**config.mk**
```make
export PLATFORM = sky130hd
export DESIGN_NAME = dst_engine
export DESIGN_NICKNAME = d
export VERILOG_FILES = /design/src/hw/dst_pkg.sv /design/src/hw/dst_engine.sv
export SDC_FILE = /design/constraint.sdc
export NUM_CORES = 1
export LEC_CHECK = 0
export BUFFER_PORTS_ARGS = -buffer_cell sky130_fd_sc_hd__buf_2
export CAP_MARGIN = 25
export CORE_AREA = 2 2 131 133
export CTS_BUF_LIST = sky130_fd_sc_hd__clkbuf_16
export DETAILED_ROUTE_END_ITERATION = 16
export DIE_AREA = 0 0 133 135
export GPL_ROUTABILITY_DRIVEN = 0
export GPL_TIMING_DRIVEN = 0
export PLACE_DENSITY = 0.72
export SYNTH_ARGS = -nofsm -noshare
export SYNTH_HDL_FRONTEND = slang
export SYNTH_SLANG_ARGS = --single-unit
```
**constraint.sdc**
```tcl
create_clock -name clock_i -period 5.3 [get_ports clock_i]
set_input_delay 0.795 -clock clock_i [delete_from_list [all_inputs] [get_ports clock_i]]
set_output_delay 0.795 -clock clock_i [all_outputs]
set_load 0.02 [all_outputs]
```
**src/hw/dst_pkg.sv**
```systemverilog
// shared constants, types and helpers of the sector and track engine
package dst_pkg;
   // ----------------------------------------
   // timing
   // ----------------------------------------
   localparam int CLK_NS       = 20;
   localparam int FM_BYTE_NS   = 32000;
   localparam int MFM_BYTE_NS  = 16000;
   localparam int FM_BYTE_CYC  = FM_BYTE_NS / CLK_NS;
   localparam int MFM_BYTE_CYC = MFM_BYTE_NS / CLK_NS;
   localparam int IRQ_MIN_NS   = 8000;
   localparam int IRQ_MAX_NS   = 12000;
   localparam int IRQ_CYC      = (IRQ_MIN_NS + CLK_NS - 1) / CLK_NS;
   // ----------------------------------------
   // byte counts and codes
   // ----------------------------------------
   localparam int GAP_FM    = 11;
   localparam int GAP_MFM   = 22;
   localparam int SYNC_FM   = 6;
   localparam int SYNC_MFM  = 12;
   localparam int ID_LAST   = 5;
   localparam int SECT_BASE = 128;
   localparam logic [7:0]  ZERO_BYTE = 8'h00;
   localparam logic [7:0]  TAIL_BYTE = 8'hff;
   localparam logic [7:0]  ID_MARK   = 8'hfe;
   localparam logic [7:0]  DATA_MARK = 8'hfb;
   localparam logic [7:0]  DEL_MARK  = 8'hf8;
   localparam logic [7:0]  IDX_MARK  = 8'hfc;
   localparam logic [7:0]  CRC_CODE  = 8'hf7;
   localparam logic [7:0]  MFM_F5    = 8'hf5;
   localparam logic [7:0]  MFM_F6    = 8'hf6;
   localparam logic [7:0]  MFM_A1    = 8'ha1;
   localparam logic [7:0]  MFM_C2    = 8'hc2;
   localparam logic [7:0]  MISS_A1   = 8'h10;
   localparam logic [7:0]  MISS_C2   = 8'h08;
   localparam logic [7:0]  CLK_NORM  = 8'hff;
   localparam logic [7:0]  CLK_MARK  = 8'hc7;
   localparam logic [7:0]  CLK_IDX   = 8'hd7;
   localparam logic [15:0] CRC_PRE   = 16'hffff;
   localparam logic [15:0] CRC_POLY  = 16'h1021;
   // ----------------------------------------
   // types
   // ----------------------------------------
   typedef enum logic [1:0] {OP_WSEC, OP_RADDR, OP_RTRK, OP_WTRK} dst_op_t;
   typedef struct packed {dst_op_t op; logic del;} dst_cmd_t;
   typedef struct packed {logic [7:0] data; logic valid; logic mark; logic miss;} dst_rd_t;
   typedef struct packed {logic [7:0] data; logic [7:0] clk; logic stb;} dst_wr_t;
   typedef struct packed {logic [7:0] d; logic [7:0] c; logic pre; logic crc;} dst_enc_t;
   typedef enum logic [3:0] {
      S_IDLE = 4'h0, S_SRCH = 4'h1, S_ID = 4'h3, S_GAP = 4'h2, S_SYNC = 4'h6,
      S_DMK = 4'h7, S_DATA = 4'h5, S_CRC1 = 4'h4, S_CRC2 = 4'hc, S_TAIL = 4'hd,
      S_END = 4'hf, S_RTW = 4'he, S_RT = 4'ha, S_WTW = 4'hb, S_WT = 4'h9
   } dst_st_t;
   typedef struct packed {
      dst_st_t    st;
      logic       busy, head_load_out, wg, rg, req, irq, lost, crce, ld, iact, ph;
      logic [7:0] dout, hold, secr;
      dst_wr_t    wr;
      dst_cmd_t   cmd;
      logic [10:0] cnt, bcnt;
      logic [8:0] icnt;
      logic [15:0] crc;
      logic [31:0] id;
      logic [1:0] isy, dsy;
      logic       idxd;
   } dst_state_t;

   // crc-ccitt over one byte, msb first
   function automatic logic [15:0] dst_crc8(input logic [15:0] c, input logic [7:0] d);
      logic [15:0] x;
      x = c;
      for (int i = 7; i >= 0; i--) begin
         x = (x[15] ^ d[i]) ? ((x << 1) ^ CRC_POLY) : (x << 1);
      end
      return x;
   endfunction : dst_crc8

   // data, clock pattern (fm) or omitted-clock mask (mfm) for one written byte
   function automatic dst_enc_t dst_encode(input logic [7:0] b, input logic fm);
      dst_enc_t e;
      e = '{d: b, c: (fm ? CLK_NORM : 8'h00), pre: 1'b0, crc: (b == CRC_CODE)};
      if (fm) begin
         if (b inside {[DEL_MARK:DATA_MARK], ID_MARK}) begin
            e.c = CLK_MARK;
            e.pre = 1'b1;
         end else if (b == IDX_MARK) begin
            e.c = CLK_IDX;
         end
      end else if (b == MFM_F5) begin
         e = '{d: MFM_A1, c: MISS_A1, pre: 1'b1, crc: 1'b0};
      end else if (b == MFM_F6) begin
         e = '{d: MFM_C2, c: MISS_C2, pre: 1'b0, crc: 1'b0};
      end
      return e;
   endfunction : dst_encode
endpackage : dst_pkg

```
**src/hw/dst_engine.sv**
```systemverilog
// sector write, address read, track read and track write engine
`timescale 1ns/1ps
module dst_engine
   import dst_pkg::*;
(
   // clock and reset
   input  wire logic          clock_i,
   input  wire logic          reset_n_i,
   // command and target
   input  wire logic          cmd_valid_i,
   input  wire dst_pkg::dst_cmd_t cmd_i,
   input  wire logic          density_select_i,
   input  wire logic [7:0]    track_i,
   input  wire logic [7:0]    sector_i,
   input  wire logic          side_i,
   // host byte exchange
   input  wire logic          host_wr_i,
   input  wire logic          host_rd_i,
   input  wire logic [7:0]    host_data_i,
   output logic [7:0]         host_data_o,
   output logic               byte_request_o,
   // status
   output logic               busy_o,
   output logic               completion_irq_o,
   output logic               lost_data_o,
   output logic               crc_error_o,
   output logic [7:0]         sector_reg_o,
   // drive side
   input  wire logic          index_i,
   input  wire dst_pkg::dst_rd_t rd_i,
   output logic               head_load_out_o,
   output logic               write_gate_out_o,
   output logic               read_gate_o,
   output dst_pkg::dst_wr_t   wr_o
);
   import dst_pkg::*;

   // ----------------------------------------
   // state
   // ----------------------------------------
   dst_state_t r_ff, nxt_r;
   logic       tick, idx, fm, idok, idmatch;
   logic [15:0] ncrc;
   logic [7:0]  b;
   dst_enc_t    e;

   // outputs straight from the state flops
   assign host_data_o      = r_ff.dout;
   assign byte_request_o   = r_ff.req;
   assign busy_o           = r_ff.busy;
   assign completion_irq_o = r_ff.irq;
   assign lost_data_o      = r_ff.lost;
   assign crc_error_o      = r_ff.crce;
   assign sector_reg_o     = r_ff.secr;
   assign head_load_out_o  = r_ff.head_load_out;
   assign write_gate_out_o = r_ff.wg;
   assign read_gate_o      = r_ff.rg;
   assign wr_o             = r_ff.wr;

   // ----------------------------------------
   // next state
   // ----------------------------------------
   always_comb begin
      nxt_r = r_ff;
      b = 8'h00;
      e = dst_encode(8'h00, 1'b1);
      // index and density pins pass two flops before use
      nxt_r.isy = {r_ff.isy[0], index_i};
      nxt_r.dsy = {r_ff.dsy[0], density_select_i};
      nxt_r.idxd = r_ff.isy[1];
      idx = r_ff.isy[1] & ~r_ff.idxd;
      fm = r_ff.dsy[1];
      nxt_r.wr.stb = 1'b0;
      ncrc = dst_crc8(r_ff.crc, rd_i.data);
      idok = (ncrc == 16'h0000);
      idmatch = (r_ff.id[31:24] == track_i) && (r_ff.id[15:8] == sector_i)
              && (r_ff.id[16] == side_i);
      // host read clears first so a new request in this cycle wins
      if (host_rd_i) begin
         nxt_r.req = 1'b0;
      end
      // byte slot timer, free running while busy
      tick = 1'b0;
      if (!r_ff.busy) begin
         nxt_r.bcnt = '0;
      end else if (r_ff.bcnt == '0) begin
         tick = 1'b1;
         nxt_r.bcnt = fm ? 11'(FM_BYTE_CYC - 1) : 11'(MFM_BYTE_CYC - 1);
      end else begin
         nxt_r.bcnt = r_ff.bcnt - 11'd1;
      end
      if (r_ff.iact) begin
         if (r_ff.icnt == 9'(IRQ_CYC - 1)) begin
            nxt_r.iact = 1'b0;
            nxt_r.irq = 1'b1;
         end else begin
            nxt_r.icnt = r_ff.icnt + 9'd1;
         end
      end
      case (r_ff.st)
         S_IDLE: begin
            if (cmd_valid_i) begin
               nxt_r.cmd = cmd_i;
               nxt_r.busy = 1'b1;
               nxt_r.head_load_out = 1'b1;
               nxt_r.irq = 1'b0;
               nxt_r.lost = 1'b0;
               nxt_r.crce = 1'b0;
               nxt_r.ld = 1'b0;
               nxt_r.req = 1'b0;
               nxt_r.cnt = '0;
               case (cmd_i.op)
                  OP_RTRK: nxt_r.st = S_RTW;
                  OP_WTRK: begin
                     nxt_r.st = S_WTW;
                     nxt_r.req = 1'b1;
                  end
                  default: begin
                     nxt_r.st = S_SRCH;
                     nxt_r.rg = 1'b1;
                  end
               endcase
            end
         end
         S_SRCH: begin
            if (rd_i.valid && rd_i.mark && rd_i.data == ID_MARK) begin
               nxt_r.st = S_ID;
               nxt_r.cnt = '0;
               nxt_r.crc = dst_crc8(CRC_PRE, rd_i.data);
            end
         end
         S_ID: begin
            if (rd_i.valid) begin
               // crc over the field and its own crc leaves zero when good
               nxt_r.crc = ncrc;
               nxt_r.cnt = r_ff.cnt + 11'd1;
               if (r_ff.cnt < 11'd4) begin
                  nxt_r.id = {r_ff.id[23:0], rd_i.data};
               end
               if (r_ff.cmd.op == OP_RADDR) begin
                  // each id byte through the holding register
                  nxt_r.dout = rd_i.data;
                  nxt_r.req = 1'b1;
                  if (r_ff.req) begin
                     nxt_r.lost = 1'b1;
                  end
               end
               if (r_ff.cnt == 11'(ID_LAST)) begin
                  if (r_ff.cmd.op == OP_RADDR) begin
                     nxt_r.crce = ~idok;
                     nxt_r.secr = r_ff.id[31:24];
                     nxt_r.irq = 1'b1;
                     nxt_r.busy = 1'b0;
                     nxt_r.rg = 1'b0;
                     nxt_r.st = S_IDLE;
                  end else if (idok && idmatch) begin
                     nxt_r.req = 1'b1;
                     nxt_r.rg = 1'b0;
                     nxt_r.cnt = '0;
                     nxt_r.st = S_GAP;
                  end else begin
                     nxt_r.st = S_SRCH;
                  end
               end
            end
         end
         S_GAP: begin
            if (tick) begin
               nxt_r.cnt = r_ff.cnt + 11'd1;
               if (r_ff.cnt == (fm ? 11'(GAP_FM - 1) : 11'(GAP_MFM - 1))) begin
                  nxt_r.cnt = '0;
                  // gate only if the host has loaded a byte
                  if (!r_ff.ld) begin
                     nxt_r.lost = 1'b1;
                     nxt_r.busy = 1'b0;
                     nxt_r.irq = 1'b1;
                     nxt_r.req = 1'b0;
                     nxt_r.st = S_IDLE;
                  end else begin
                     nxt_r.wg = 1'b1;
                     nxt_r.st = S_SYNC;
                  end
               end
            end
         end
         S_SYNC: begin
            if (tick) begin
               // zero bytes ahead of the mark
               nxt_r.wr = '{ZERO_BYTE, fm ? CLK_NORM : 8'h00, 1'b1};
               nxt_r.cnt = r_ff.cnt + 11'd1;
               if (r_ff.cnt == (fm ? 11'(SYNC_FM - 1) : 11'(SYNC_MFM - 1))) begin
                  nxt_r.st = S_DMK;
               end
            end
         end
         S_DMK: begin
            if (tick) begin
               e = dst_encode(r_ff.cmd.del ? DEL_MARK : DATA_MARK, fm);
               nxt_r.wr = '{e.d, e.c, 1'b1};
               nxt_r.crc = dst_crc8(CRC_PRE, e.d);
               nxt_r.cnt = '0;
               nxt_r.st = S_DATA;
            end
         end
         S_DATA: begin
            if (tick) begin
               // missed byte becomes zero, command goes on
               b = r_ff.ld ? r_ff.hold : ZERO_BYTE;
               if (!r_ff.ld) begin
                  nxt_r.lost = 1'b1;
               end
               nxt_r.ld = 1'b0;
               nxt_r.wr = '{b, fm ? CLK_NORM : 8'h00, 1'b1};
               nxt_r.crc = dst_crc8(r_ff.crc, b);
               nxt_r.cnt = r_ff.cnt + 11'd1;
               // field length from the id length code
               if (r_ff.cnt == (11'(SECT_BASE) << r_ff.id[1:0]) - 11'd1) begin
                  nxt_r.st = S_CRC1;
               end else begin
                  nxt_r.req = 1'b1;
               end
            end
         end
         S_CRC1: begin
            if (tick) begin
               nxt_r.wr = '{r_ff.crc[15:8], fm ? CLK_NORM : 8'h00, 1'b1};
               nxt_r.st = S_CRC2;
            end
         end
         S_CRC2: begin
            if (tick) begin
               nxt_r.wr = '{r_ff.crc[7:0], fm ? CLK_NORM : 8'h00, 1'b1};
               nxt_r.st = S_TAIL;
            end
         end
         S_TAIL: begin
            if (tick) begin
               // all-ones byte; delay runs from crc end
               nxt_r.wr = '{TAIL_BYTE, fm ? CLK_NORM : 8'h00, 1'b1};
               nxt_r.iact = 1'b1;
               nxt_r.icnt = '0;
               nxt_r.st = S_END;
            end
         end
         S_END: begin
            if (tick) begin
               // gate drops after the tail byte
               nxt_r.wg = 1'b0;
               nxt_r.busy = 1'b0;
               nxt_r.st = S_IDLE;
            end
         end
         S_RTW: begin
            if (idx) begin
               nxt_r.st = S_RT;
            end
         end
         S_RT: begin
            // every byte until the next index edge
            if (idx) begin
               nxt_r.irq = 1'b1;
               nxt_r.busy = 1'b0;
               nxt_r.st = S_IDLE;
            end else begin
               if (rd_i.valid) begin
                  nxt_r.dout = rd_i.data;
                  nxt_r.req = 1'b1;
                  if (r_ff.req) begin
                     nxt_r.lost = 1'b1;
                  end
               end
               // separator realigns on marks; a late mark is lost data
               if (rd_i.miss) begin
                  nxt_r.lost = 1'b1;
               end
            end
         end
         S_WTW: begin
            if (idx) begin
               // no first byte by the index ends the command
               if (r_ff.ld) begin
                  nxt_r.wg = 1'b1;
                  nxt_r.ph = 1'b0;
                  nxt_r.st = S_WT;
                  nxt_r.bcnt = '0;
               end else begin
                  nxt_r.lost = 1'b1;
                  nxt_r.irq = 1'b1;
                  nxt_r.busy = 1'b0;
                  nxt_r.req = 1'b0;
                  nxt_r.st = S_IDLE;
               end
            end
         end
         S_WT: begin
            if (idx) begin
               // stop at the next index edge
               nxt_r.wg = 1'b0;
               nxt_r.irq = 1'b1;
               nxt_r.busy = 1'b0;
               nxt_r.req = 1'b0;
               nxt_r.st = S_IDLE;
            end else if (tick) begin
               if (r_ff.ph) begin
                  nxt_r.wr = '{r_ff.crc[7:0], fm ? CLK_NORM : 8'h00, 1'b1};
                  nxt_r.ph = 1'b0;
               end else begin
                  b = r_ff.ld ? r_ff.hold : ZERO_BYTE;
                  nxt_r.ld = 1'b0;
                  nxt_r.req = 1'b1;
                  e = dst_encode(b, fm);
                  if (e.crc) begin
                     nxt_r.wr = '{r_ff.crc[15:8], fm ? CLK_NORM : 8'h00, 1'b1};
                     nxt_r.ph = 1'b1;
                  end else begin
                     nxt_r.wr = '{e.d, e.c, 1'b1};
                     // preset as the byte enters the shifter
                     nxt_r.crc = dst_crc8(e.pre ? CRC_PRE : r_ff.crc, e.d);
                  end
               end
            end
         end
         default: nxt_r.st = S_IDLE;
      endcase
      // a host write services the pending request
      if (host_wr_i) begin
         nxt_r.hold = host_data_i;
         nxt_r.ld = 1'b1;
         nxt_r.req = 1'b0;
      end
   end

   // state register
   always_ff @(posedge clock_i or negedge reset_n_i) begin
      if (!reset_n_i) begin
         r_ff <= '0;
      end else begin
         r_ff <= nxt_r;
      end
   end

   // ----------------------------------------
   // checks
   // ----------------------------------------
   localparam int A_LO = IRQ_CYC;
   localparam int A_HI = IRQ_MAX_NS / CLK_NS;
endmodule : dst_engine

```
# [After elaboration in Yosys (flattened, before gate mapping)]
# Cells that the tools add are included.
[word_totals] mem_count=0 ram_bits=0 output_inout_bits=41 latch_bits=0 elab_cells=443 in_bits=46 rom_bits=0 ff_bits=143
[op_classes] magnitude_cmp=5 addsub=4 eq_ne=73 bitwise=78 mul=0 div=0 muxes=214 shifts=1 n_reduce_logical=40
[ops] op="13-bit two-way mux" count=40
[ops] op="11-bit two-way mux" count=16
[ops] op="17-bit two-way mux" count=10
[ops] op="16-bit two-way mux" count=9
[ops] op="8-bit two-way mux" count=18
[ops] op="17-bit one-hot mux with 7 select lines" count=1
[ops] op="3-bit NOT" count=37
[ops] op="9-bit two-way mux" count=10
[ops] op="8-bit equality test, second input constant" count=11
[ops] op="16-bit one-hot mux with 5 select lines" count=1
[ops] op="11-bit one-hot mux with 6 select lines" count=1
[ops] op="1-bit two-way mux" count=58
[ops] op="2-bit != test, second input constant" count=28
[ops] op="4-bit one-hot mux with 14 select lines" count=1
[ops] op="18-bit two-way mux" count=3
[ops] op="4-bit two-way mux" count=13
[ops] op="48-bit two-way mux" count=1
[ops] op="5-bit two-way mux" count=9
[ops] op="32-bit two-way mux" count=1
[ops] op="1-bit bitwise XOR" count=32
[ops] op="4-bit equality test, second input constant" count=7
[ops] op="11-bit by 1-bit subtractor with 11-bit output, second input constant" count=2
[ops] op="3-bit != test, second input constant" count=7
[ops] op="3-bit two-way mux" count=6
[ops] op="52 further kinds" count=93

# [Longest topological paths before layout]
# Gate-level depths: netlist of run 1.
[logic_depth] ltp_word=32 mapped_depth=11 mapped_depth_nobuf=10

# [Least setup slack after synthesis of run 1]
# No wires, ideal clock.
[synth_timing] kind="input-to-reg" from="input rd_i[7] in the netlist's numbering" to="register r_ff[78] in the netlist's numbering" setup_time_ps=121 stages=10 n_path_buf=2 slack_ps=2232 t_required_ps=5179 arrival_ps=2947 cell_sequence="clkbuf_1 xnor2_1 xnor3_1 or4b_1 nor4_2 nand4b_1 a22oi_4 nor2b_2 buf_6 a22o_1"
[synth_via] elab_chain_cells=13
[synth_rtl] element="start, declared" line="dst_engine.sv:30" source="input wire dst_pkg::dst_rd_t rd_i,"
[synth_rtl] element="1-bit bitwise XOR" line="dst_pkg.sv:73" source="x = (x[15] ^ d[i]) ? ((x << 1) ^ CRC_POLY) : (x << 1);"
[synth_rtl] element="13-bit two-way mux (5 in a row)" line="dst_pkg.sv:73"
[synth_rtl] element="16-bit zero test" line="dst_engine.sv:75" source="idok = (ncrc == 16'h0000);"
[synth_rtl] element="1-bit logical AND" line="dst_engine.sv:156" source="end else if (idok && idmatch) begin"
[synth_rtl] element="11-bit two-way mux" line="dst_engine.sv:156"
[synth_rtl] element="11-bit two-way mux" line="dst_engine.sv:149" source="if (r_ff.cmd.op == OP_RADDR) begin"
[synth_rtl] element="11-bit two-way mux" line="dst_engine.sv:148" source="if (r_ff.cnt == 11'(ID_LAST)) begin"
[synth_rtl] element="11-bit two-way mux" line="dst_engine.sv:133" source="if (rd_i.valid) begin"
[synth_rtl] element="11-bit one-hot mux with 6 select lines" line="dst_engine.sv:100" source="case (r_ff.st)"
[synth_rtl] element="end signal, assigned" line="dst_engine.sv:338" source="r_ff <= nxt_r;"
[synth_rtl] element="end, declared" line="dst_engine.sv:41" source="dst_state_t r_ff, nxt_r;"
# Parallel ways exist; a longest one is shown, timed or not. The select of a mux whose other input is x is not followed.
# A chain may end at the register's enable or synchronous reset.

# [Worst setup path in the final report of run 1]
[layout_timing] from="register r_ff[62] in the netlist's numbering" to="register r_ff[83] in the netlist's numbering"
[layout_via] elab_chain_cells=5
[layout_rtl] element="11-bit zero test (*)" line="dst_engine.sv:86" source="end else if (r_ff.bcnt == '0) begin"
[layout_rtl] element="1-bit two-way mux (*)" line="dst_engine.sv:86"
[layout_rtl] element="1-bit two-way mux (*)" line="dst_engine.sv:84" source="if (!r_ff.busy) begin"
[layout_rtl] element="2-bit by 1-bit != test with 1-bit output (no source line) / 2-bit != test (equally long branches)"
[layout_rtl] element="7-bit AND reduction (no source line) (*)"
# Every way passes the cells marked *; elsewhere a longest branch is shown, timed or not.

==> impl_metrics.csv, run 1 <==
group,metric,value,unit
status,status,"finished clean",
final_layout,multi_input_area,4850,um^2
sta,drv_slew,0,
critical_path,r2r_start,"r_ff[62]",
route,first_iter_violations,887,
synth,synth_top_area_cell,"dfrtp_1",
critical_path,rr_endpoint,"r_ff[83]",
final_layout,finish.net_count,1149,
synth,syn_area,8880,um^2
floorplanning,row_count,47,
route,dr.pass1.iters,6,
cts,clk_latency,0.44,ns
power,p_int,3.37,mW
route,ant_nets,0,
sta,skew,0.0148,ns
floorplanning,core,16400,um^2
critical_path,cp_data_required_time,5.63,ns
sta,fin_setup_tns,0,ns
final_layout,insertedDiodeCount,0,
synth,yosysMostFrequentCell,"dfrtp_1",
critical_path,r2r_slack,1.82,ns
synth,synth-async-reset-ratio,100,%
cts,cts_root_buf,"clkbuf_16",
global_route,grt_max_degree,92,
global_route,grt_pass1_vias,7676,
critical_path,cp-startpoint,"r_ff[62]",
floorplanning,die_y,135,um
power,vdd_ir_drop_max,0.350,mV
critical_path,crit_arrival,3.80,ns
sta,slew_headroom,27.9,%
power,p_leak,4.53,nW
route,via_per_inst,6.06,
min_path,min_path_type,"input port to async pin",
critical_path,end_kind,"flop",
place,io_buffers,83,
critical_path,critPathKind,"flop to flop",
floorplanning,die_w,133,um
place,dpl.hpwl,18100,um
floorplanning,pin_count,87,
cts,cts_hold_buf,0,
cts,ctsHtreeMaxLevel,4,
power,finalPower,6.16,mW
cts,cts.sinks,139,
place,dp_cells,1300,
final_layout,regArea,3480,um^2
sta,post-route-worst-setup-slack,1.82,ns
cts,ctsResizeCount,0,
power,p_switching,2.79,mW
synth,synth-edff-count,0,
sta,rsz0062_at_grt,"false",
final_layout,synthToLayoutAreaGrowth,14.6,%
critical_path,r2r_cells,11,
synth,synth-seq-area-share,39.2,%
synth,netlist_instances,996,
sta,finalCriticalPeriod,3.48,ns
floorplanning,die_area,18000,um^2
synth,ys_top_cells_by_count,"dfrtp_1, nand2_1, nor2_1, o21ai_0, a21oi_1",
synth,synth_top_cell_area_share,39.2,%
synth,ys_ff_latch,139,
power,comb_power_share,53.0,%
synth,synth_nets,1046,
synth,syn_area_per_cell,8.92,um^2
sta,setup_viol,0,
final_layout,layout.cells.non_filler,1332,
flow_run,drv_cap,0,
synth,ys_warn_count,0,
sta,finalCritPeriodShare,65.6,%
critical_path,cp_max_fo,10,
power,seq_power_share,28.3,%
global_route,antenna_found_initial,0,
route,dr_total_vias,8067,
final_layout,fillerInstances,1432,
route,post-route-drc-count,0,
global_route,grt_pass1_wl,40400,um
cts,numCtsBuffers,17,
synth,synth_area_leaders,"dfrtp_1, mux2_2, xor2_1, o21ai_0, xnor2_1",
global_route,grt_overflow,0,
power,p_per_area,605,nW/um^2
route,wl,25000,um
cts,clock_path_buffers,2,
final_layout,layout-drive-gt1-share,21.1,%
synth,synth_ff_type,"dfrtp_1",
sta,worst_pin_slew,1.07,ns
cts,cts_tree,"built",
power,switching_share,45.3,%
global_route,grt_usage,28.7,%
cts,post_cts_buffers,0,
cts,clk_pin_slew_worst_paths,0.07,ns
floorplanning,initial_core_util,54.1,%
power,clkPwrFrac,18.7,%
critical_path,worstSetupStartpointType,"flop",
sta,hold_viol,0,
sta,fmax,288,MHz
route,post_drt_wl_per_cell,18.8,um
place,dp_slack,1.51,ns
synth,ys_types,69,
how the worst max path moves through the flow:
| stage | to | slack [ns] | cells after the start |
|---|---|---|---|
| 2_1_floorplan | r_ff[78] | 2.23 | 10 |
| 3_3_place_gp | r_ff[8] | 1.46 | 1 |
| 3_5_place_dp | r_ff[78] | 1.51 | 10 |
| 4_1_cts | r_ff[83] | 1.93 | 11 |
| 5_1_grt | r_ff[83] | 1.64 | 11 |
| 6_report | r_ff[83] | 1.82 | 11 |
flip-flops by register name (all words and copies together) (netlist names):
signal	flops
fm	1
wr_o	13
crc_error_o	1
byte_request_o	1
head_load_out_o	1
write_gate_out_o	1
nxt_r	3
sector_reg_o	8
host_data_o	8
lost_data_o	1
busy_o	1
read_gate_o	1
completion_irq_o	1
r_ff	98
layer usage:
| metal | GRT usage, % | vias up | routed length (um) |
|---|---|---|---|
| met5 | 0 | - | 0 |
| met4 | 9.02 | 0 | 577 |
| met3 | 6.83 | 68 | 2600 |
| met2 | 44.6 | 439 | 11200 |
| met1 | 39.9 | 3845 | 10600 |
| li1 | - | 3715 | - |
worst max-delay path, stage by stage (launching register included):
cell	delay (ns)
dfrtp_1	0.39
inv_1	0.09
ha_1	0.22
or4b_1	0.54
nor4b_2	0.34
nand2_1	0.28
nand2_1	0.19
o221ai_1	0.12
a21oi_1	0.37
clkbuf_1	0.38
o21ai_0	0.18
a22o_1	0.26
through the flow:
stage | utilization, % | area, um^2 | hold WS, ns
3_3_place_gp | 58.3 | 9570 | 0.333
3_5_place_dp | 58.5 | 9610 | 0.335
2_1_floorplan | - | 8880 | 0.331
4_1_cts | 62.0 | 10200 | 0.302
6_report | 62.0 | 10200 | 0.297
5_1_grt | 62.0 | 10200 | 0.331
cell type report:
type,count,share of cell area [%]
inverters,15,0.553
clock inverters,15,1.46
well taps,220,2.70
multi-input cells,749,47.6
plain buffers,93,4.89
repair buffers,84,4.41
clock buffers,17,4.18
flip-flops and latches,139,34.2
power by group through the flow:
stage | Clock (mW) | Sequential [mW] | Combinational (mW)
finish | 1.15 | 1.74 | 3.27
global route | 1.21 | 1.79 | 3.55
CTS | 1.17 | 1.73 | 3.19
detailed placement | 0 | 1.75 | 3.16
global placement | 0 | 1.74 | 3.11
floorplan | 0 | 1.66 | 2.43
cells by family (layout without fill, tap and decap cells):
logic type / count (synthesis) / after routing / share of synthesized area [%]
AND/OR/NAND/NOR: 326 / 326 / 18.0
AO/OA/AOI/OAI: 258 / 258 / 17.9
XOR/XNOR: 99 / 99 / 10.4
adder cells (fa/ha/maj): 4 / 4 / 0.564
flip-flops: 139 / 139 / 39.2
buffers and inverters: 108 / 224 / 6.24
multiplexers: 62 / 62 / 7.82
cells in the final DEF, fill, tap and decap left out, types with 4 or more instances in the layout:
cell type | netlist | final
a22o_1 | 11 | 11
nand4_1 | 5 | 5
xnor2_1 | 45 | 45
a22oi_1 | 4 | 4
nor4_1 | 9 | 9
or2_2 | 4 | 4
o221ai_1 | 5 | 5
mux2_2 | 59 | 59
o22ai_1 | 9 | 9
buf_4 | 33 | 33
buf_2 | 6 | 88
nor3b_1 | 4 | 4
nand4b_1 | 4 | 4
nor2b_1 | 14 | 14
o211ai_1 | 6 | 6
and2_1 | 6 | 6
a221oi_1 | 8 | 8
inv_8 | 0 | 5
o21ai_0 | 85 | 85
nand3_1 | 18 | 18
inv_1 | 14 | 14
clkbuf_1 | 49 | 49
a21oi_1 | 72 | 72
and3_1 | 12 | 12
xor2_1 | 50 | 50
a31oi_1 | 11 | 11
or4b_1 | 4 | 4
dfrtp_1 | 139 | 139
a21o_1 | 4 | 4
ha_1 | 4 | 4
nor3_1 | 25 | 25
nand2_1 | 102 | 102
clkbuf_16 | 0 | 17
inv_6 | 0 | 4
nor2_1 | 89 | 89
a211oi_1 | 10 | 10
or3_1 | 5 | 5
nand2b_1 | 8 | 8
o31ai_1 | 7 | 7
Note: power is estimated with default switching activity, not from simulation.
==> run 2, diff against run 1 <==
- CORE_AREA: 2 2 131 133 -> 2 2 132 134
- DIE_AREA: 0 0 133 135 -> 0 0 134 136
- PLACE_DENSITY: 0.72 -> 0.73
- clock period: 5.3 -> 3 ns (I/O delays scaled with it)
==> run 2 against run 1 <==
The flow now finishes with violations (negative hold slack). Register-to-register slack got worse by 1.8 ns. Non-clock buffer count is 3 higher. Critical path depth shrank 3. Hold slack lost 0.30 ns. Global-route usage shrank 0.17 points. Cell count increased by 0.68%. Critical path type unchanged.
==> impl_metrics.csv, run 2 (same netlist as run 1, synthesis figures left out) <==
group,metric,value,unit
sta,drv_slew,0,
cts,cts_root_buf,"clkbuf_16",
power,clkPwrFrac,18.6,%
power,p_per_area,1080,nW/um^2
power,switching_share,45.3,%
critical_path,end_kind,"flop",
critical_path,r2r_slack,0.02,ns
route,via_per_inst,6.09,
floorplanning,die_y,136,um
status,status,"finished, violations left",
cts,cts.sinks,139,
power,p_switching,5.10,mW
floorplanning,pin_count,87,
sta,rsz0062_at_grt,"true",
sta,finalCritPeriodShare,99.2,%
critical_path,r2r_cells,8,
cts,clk_pin_slew_worst_paths,0.07,ns
status,violations,"negative hold slack",
final_layout,insertedDiodeCount,0,
sta,slew_headroom,27.8,%
route,wl,25600,um
cts,cts_tree,"built",
route,post-route-drc-count,0,
global_route,antenna_found_initial,0,
flow_run,drv_cap,0,
final_layout,mostFrequentLayoutCell,"dfrtp_1",
sta,whs,-0.00233,ns
final_layout,largest_reg_flops,98,
cts,clock_path_buffers,2,
global_route,grt_overflow,0,
cts,ctsHtreeMaxLevel,4,
place,dpl.hpwl,18000,um
critical_path,critPathKind,"flop to flop",
global_route,grt_usage,28.5,%
power,vdd_ir_drop_max,0.639,mV
floorplanning,die_area,18200,um^2
global_route,grt_pass1_vias,7665,
power,seq_power_share,27.8,%
floorplanning,die_w,134,um
place,io_buffers,83,
sta,worst_pin_slew,1.07,ns
route,first_iter_violations,1019,
power,p_int,6.15,mW
power,p_leak,4.65,nW
critical_path,r2r_start,"r_ff[75]",
final_layout,synthToLayoutAreaGrowth,17.3,%
route,dr.pass1.iters,8,
sta,finalCriticalPeriod,2.98,ns
critical_path,rr_endpoint,"r_ff[142]",
sta,post-route-worst-setup-slack,0.0231,ns
min_path,min_path_type,"input port to async pin",
global_route,grt_max_degree,77,
floorplanning,initial_core_util,52.6,%
final_layout,finish.net_count,1153,
route,post_drt_wl_per_cell,19.1,um
power,comb_power_share,53.7,%
place,dp_slack,-0.551,ns
final_layout,layout-drive-gt1-share,24.1,%
cts,clk_latency,0.44,ns
global_route,grt_pass1_wl,40400,um
final_layout,top_register,"r_ff",
cts,numCtsBuffers,17,
floorplanning,core,16900,um^2
critical_path,cp_max_fo,8,
critical_path,cp_data_required_time,3.30,ns
sta,skew,0.0103,ns
critical_path,worstSetupStartpointType,"flop",
route,ant_nets,0,
sta,hold_viol,5,
sta,setup_viol,0,
route,dr_total_vias,8162,
critical_path,crit_arrival,3.27,ns
floorplanning,row_count,48,
sta,fmax,336,MHz
final_layout,layout_common_cells,"dfrtp_1, nand2_1, nor2_1, buf_2, o21ai_0",
-- run 2: what timing repair did --
action / CTS / global route
gates resized for setup: 15 / 29
cloned: 1 / 0
endpoints found under the hold margin: 0 / 0
endpoints found under the setup margin: 56 / 71
hold buffers: 0 / 0
pin swaps: 5 / 4
setup buffers: 3 / 4
-- run 2: worst max-delay path: stages, from the launching register on --
cell,delay (ns)
dfrtp_1,0.49
or3b_2,0.49
nor3_1,0.18
nor2_1,0.07
nor2_1,0.38
o221ai_1,0.24
or4b_4,0.63
a211oi_1,0.23
o32ai_1,0.13
-- run 2: metrics by stage --
stage | setup TNS (ns) | utilization, % | instance area, um^2 | power, mW | std cells
finish | 0 | 61.7 | 10400 | 11.3 | 1341
global route | -0.210 | 61.7 | 10400 | 11.9 | 1341
CTS | 0 | 61.1 | 10300 | 11.0 | 1339
detailed placement | -11.76 | 57.0 | 9610 | 8.68 | 1305
global placement | -77.77 | 56.8 | 9580 | 8.57 | 1304
floorplan | 0 | - | 8880 | 7.22 | 996
-- run 2: worst max path at each step --
stage | startpoint | to | slack [ns] | depth (start not counted)
finish | r_ff[75] | r_ff[142] | 0.02 | 8
global route | r_ff[140] | sector_reg_o[4] | -0.03 | 7
CTS | r_ff[140] | r_ff[25] | 0.009 | 7
detailed placement | rd_i[7] | r_ff[78] | -0.55 | 10
global placement | rd_i[7] | r_ff[82] | -0.51 | 10
floorplan | r_ff[62] | r_ff[142] | 0.22 | 11
-- run 2: power groups by stage --
stage | clock [mW] | sequential (mW) | combinational [mW]
after CTS | 2.14 | 3.10 | 5.76
after global placement | 0 | 3.07 | 5.50
final | 2.09 | 3.12 | 6.04
after floorplan | 0 | 2.93 | 4.29
after detailed placement | 0 | 3.09 | 5.59
after global routing | 2.21 | 3.20 | 6.50
-- run 2: layout make-up --
class,instances,area [um^2]
plain buffers,89,502
clock buffers,17,425
clock inverters,15,173
fillers,1449,6460
inverters,15,56.3
multi-input cells,750,4990
flip-flops and latches,139,3480
well taps,225,282
repair buffers,91,502
-- run 2: per-layer routing --
metal	vias up	part of all wire [%]	track usage, %
met4	0	3.3	12.4
li1	3727	-	-
met2	469	44	42.6
met5	-	0	0
met1	3877	42	38.9
met3	89	10	7.83
